## config.mk

```make
export PLATFORM = sky130hd
export DESIGN_NAME = access_align_check
export DESIGN_NICKNAME = d
export VERILOG_FILES = /design/src/hdl/access_align_check.v
export VERILOG_INCLUDE_DIRS = /design/src /design/src/hdl
export SDC_FILE = /design/constraint.sdc
export NUM_CORES = 1
export LEC_CHECK = 0
export ABC_AREA = 1
export CAP_MARGIN = 20
export CORE_ASPECT_RATIO = 1.1
export CORE_MARGIN = 2
export CORE_UTILIZATION = 45
export DETAILED_ROUTE_END_ITERATION = 8
export DONT_BUFFER_PORTS = 1
export GPL_TIMING_DRIVEN = 0
export SYNTH_ARGS = -nofsm -noshare
export SYNTH_HDL_FRONTEND = slang
export SYNTH_SLANG_ARGS = --single-unit
```

## constraint.sdc

```tcl
create_clock -name vclk -period 6.46
set_clock_uncertainty 0.1 [all_clocks]
set_input_delay 1.292 -clock vclk [all_inputs]
set_output_delay 1.292 -clock vclk [all_outputs]
set_load 0.02 [all_outputs]
```

## src/hdl/fwd_check_defs.vh

```
`ifndef FWD_CHECK_DEFS_VH
`define FWD_CHECK_DEFS_VH

// ****************************************************************
// Address and data shape
// ****************************************************************
`define ADDR_W 48
`define DATA_W 256
`define SB_DEPTH 8
`define SB_IDX_W 3
`define SB_CNT_W 4

// ****************************************************************
// Address match fields
// ****************************************************************
`define STAGE1_HI 11
`define STAGE1_LO 4
`define STAGE2_HI 47
`define STAGE2_LO 12
`define DWORD_LO 2

// ****************************************************************
// Operand size codes, ordered by width
// ****************************************************************
`define SZ_BYTE 3'h0
`define SZ_WORD 3'h1
`define SZ_DWORD 3'h2
`define SZ_QWORD 3'h3
`define SZ_TBYTE 3'h4
`define SZ_DQWORD 3'h5
`define SZ_OWORD 3'h6

// ****************************************************************
// Misalignment classes
// ****************************************************************
`define CLS_NONE 2'h0
`define CLS_GENERIC 2'h1
`define CLS_LINE 2'h2
`define CLS_PAGE 2'h3

// ****************************************************************
// Timing
// ****************************************************************
`define MISALIGN_PENALTY 2'h1

`endif

```

## src/hdl/access_align_check.v

```verilog
`timescale 1ns/1ps
`default_nettype none
`include "fwd_check_defs.vh"

module access_align_check (
  input wire [11:0] addr_lo,
  input wire [2:0] size,
  output wire unaligned,
  output wire wide_slow,
  output reg [1:0] mis_class,
  output wire [3:0] dw_mask
);

  reg [5:0] nbytes;
  reg [5:0] unit;
  wire [12:0] last;
  wire bank_cross;
  wire blk_cross;
  wire line_cross;
  wire page_cross;

  always @* begin
    case (size)
      `SZ_BYTE: begin
        nbytes = 6'h01;
        unit = 6'h01;
      end
      `SZ_WORD: begin
        nbytes = 6'h02;
        unit = 6'h02;
      end
      `SZ_DWORD: begin
        nbytes = 6'h04;
        unit = 6'h04;
      end
      `SZ_QWORD: begin
        nbytes = 6'h08;
        unit = 6'h08;
      end
      `SZ_TBYTE: begin
        nbytes = 6'h0A;
        unit = 6'h08;
      end
      `SZ_DQWORD: begin
        nbytes = 6'h10;
        unit = 6'h10;
      end
      default: begin
        nbytes = 6'h20;
        unit = 6'h20;
      end
    endcase
  end

  assign last = {1'b0, addr_lo} + {7'h00, nbytes} - 13'h0001;
  assign unaligned = |(addr_lo[5:0] & (unit - 6'h01));
  assign wide_slow = unaligned &&
    (size == `SZ_DQWORD || size == `SZ_OWORD);
  assign bank_cross = last[12:4] != {1'b0, addr_lo[11:4]};
  assign blk_cross = last[12:7] != {1'b0, addr_lo[11:7]};
  assign line_cross = last[12:6] != {1'b0, addr_lo[11:6]};
  assign page_cross = last[12];

  always @* begin
    if (page_cross) begin
      mis_class = `CLS_PAGE;
    end else if (line_cross && blk_cross) begin
      mis_class = `CLS_LINE;
    end else if (blk_cross) begin
      mis_class = `CLS_GENERIC;
    end else begin
      mis_class = `CLS_NONE;
    end
  end

  // Dword lanes of the 16-byte bank touched by the access
  genvar i;
  generate
    for (i = 0; i < 4; i = i + 1) begin : g_mask
      localparam [31:0] LANE = i;
      assign dw_mask[i] = (LANE[1:0] >= addr_lo[3:2]) &&
        (bank_cross || LANE[1:0] <= last[3:2]);
    end
  endgenerate

endmodule
`default_nettype wire

```

==> flow_summary_export.csv <==
group,metric,value,unit
status,status,"completed",
finish,design.seq.count,0,
synthesis,avgSynthCellArea,5.61,sq um
floorplan,initial_core_util,48.1,%
setup_path,worstSetupStartpointType,"primary input",
floorplan,rows,18,
sta,drv_slew,0,
setup_path,arrival,3.86,ns
pwr,leakage,0.000679,uW
synthesis,synthCells,195,
place,gp_congestion,0.803,
detailed_routing,wl_per_cell,9.89,um
synthesis,yosys_warnings,0,
global_routing,grt_most_used_layer,"met2",
finish,post-route-util,49.8,%
run,drv_cap,0,
finish,area.growth.synth_to_final,3.43,%
pwr,ir_drop,0.0000572,V
global_routing,grt_pass1_vias,1040,
finish,drive_gt1_share,9.74,%
global_routing,grt_pass1_wl,4.06,mm
finish,final_common_cell,"inv_1",
place,numPortBuffers,0,
synthesis,synth_seq_area_share,0,%
sta,setup_violations,0,
clocking,ctsResizeCount,0,
detailed_routing,viasPerCell,4.78,
floorplan,dieArea,2840,sq um
detailed_routing,wl,2.23,mm
finish,layout_common_cells,"inv_1, nand2_1, nor2_1, ha_1, nand3_1",
sta,period_needed,5.25,ns
hold_path,hold_class,"primary input to primary output",
global_routing,grt_overflow,0,
hold_path,hp-start,"addr_lo[3]",
detailed_routing,drtPass1Iterations,5,
clocking,cts_setup_buffers,0,
sta,slew_headroom,63.1,%
synthesis,synth_nets,227,
global_routing,antenna_found_initial,0,
hold_path,hold_path_end,"dw_mask[0]",
clocking,cts_hold_buf,0,
setup_path,critPathMaxFanout,4,
finish,ff_latch_area,0,sq um
global_routing,grt_max_degree,6,
sta,rsz0062_at_grt,"false",
floorplan,coreArea,2270,sq um
hold_path,min_delay_path_depth,1,
sta,timing.final.crit_share,81.3,%
setup_path,cp_data_required_time,5.07,ns
floorplan,die_w,51.0,um
finish,multiInputGateArea,907,sq um
place,dp.final_hpwl,2.08,mm
floorplan,die_y,55.7,um
detailed_routing,drcViolationCount,0,
sta,hold_viol_final,0,
finish,diodes,0,
setup_path,cp-end-kind,"primary output",
finish,fin_nets,229,
setup_path,worstSetupPathType,"primary input to primary output",
global_routing,grt_usage,17.2,%
global_routing,met1_usage,21.9,%
synthesis,netlist_area,1090,sq um
global_routing,use_met3,0.806,%
detailed_routing,ant_nets,0,
pwr,power.density,118,nW/um^2
detailed_routing,drtIter0Drc,5,
sta,fin_setup_tns,0,ns
detailed_routing,vias,1076,
floorplan,ioPinCount,23,
global_routing,grtUsageMet2,32.3,%
sta,max_freq,190,MHz
sta,tightest_slew,0.552,ns
synthesis,synth_cell_types,24,
finish,clock_buffers,0,
setup_path,crit_start,"size[0]",
sta,holdWs,2.56,ns
finish,fill_cells,261,
kinds of logic after synthesis:
kind of cell,synth area share [%]
XOR/XNOR,11.2
AND/OR/NAND/NOR,42.4
AO/OA/AOI/OAI,9.14
buffers and inverters,17.1
adder cells (fa/ha/maj),20.1
worst max path at each step:
stage                     cells after the start           end
after CTS                                    18  mis_class[1]
after detailed placement                     18  mis_class[1]
after global routing                         18  mis_class[1]
final                                        19  mis_class[1]
after global placement                       19  mis_class[1]
after floorplan                              19  mis_class[1]
layer usage:
layer | wire (um) | part of all wire, %
met3 | 56 | 2.5
met2 | 1150 | 52
met1 | 1020 | 46
met4 | 0 | 0
met5 | 0 | 0
synthesized netlist by cell type:
cell | number | area (sq um)
nor2_1 | 16 | 60.1
o211ai_1 | 1 | 7.51
nand2_1 | 47 | 176
a21o_1 | 1 | 7.51
and2_1 | 1 | 6.26
inv_2 | 2 | 7.51
o21ai_0 | 4 | 20.0
nor2_2 | 4 | 25.0
ha_1 | 16 | 200
inv_1 | 48 | 180
fa_1 | 1 | 20.0
xnor2_1 | 6 | 52.6
nand4_1 | 4 | 25.0
nand3_2 | 2 | 20.0
xor2_1 | 8 | 70.1
a21oi_1 | 8 | 40.0
nor3_1 | 2 | 10.0
o21bai_1 | 1 | 7.51
nand2_4 | 2 | 22.5
nor2_4 | 2 | 22.5
nand2_2 | 7 | 43.8
o2111ai_1 | 2 | 17.5
nand3_1 | 9 | 45.0
nand3b_1 | 1 | 7.51
layout make-up:
| class | count | share of cell area [%] |
|---|---|---|
| Tap cell | 30 | 3.31 |
| Multi-Input combinational cell | 145 | 80.1 |
| Inverter | 50 | 16.6 |
metrics by stage:
stage / std cells / total power (uW) / area (sq um) / worst slack (ns)
after global placement: 225 / 132 / 1130 / 1.29
after CTS: 225 / 135 / 1130 / 1.19
final: 225 / 133 / 1130 / 1.21
after detailed placement: 225 / 134 / 1130 / 1.20
after global routing: 225 / 155 / 1130 / 0.919
after floorplan: 195 / 112 / 1090 / 1.59
critical path, cell delays in order:
cell	delay, ns
inv_1	0.06
nor2_1	0.06
nand2_1	0.08
ha_1	0.22
nand3_1	0.12
ha_1	0.28
inv_1	0.04
ha_1	0.36
nand2_1	0.10
nand2_1	0.08
a21oi_1	0.26
nor3_1	0.08
nor2_1	0.13
nand2_1	0.07
nand2_1	0.05
nand2_1	0.10
inv_1	0.19
nor2_1	0.07
nand3b_1	0.21
power breakdown:
part / leakage (uW) / internal (uW) / total (uW) / switching (uW)
clock network: 0 / 0 / 0 / 0
registers: 0 / 0 / 0 / 0
logic: 0.000679 / 49.2 / 133 / 84.1
total: 0.000679 / 49.2 / 133 / 84.1
(Power assumes the default switching activity.)
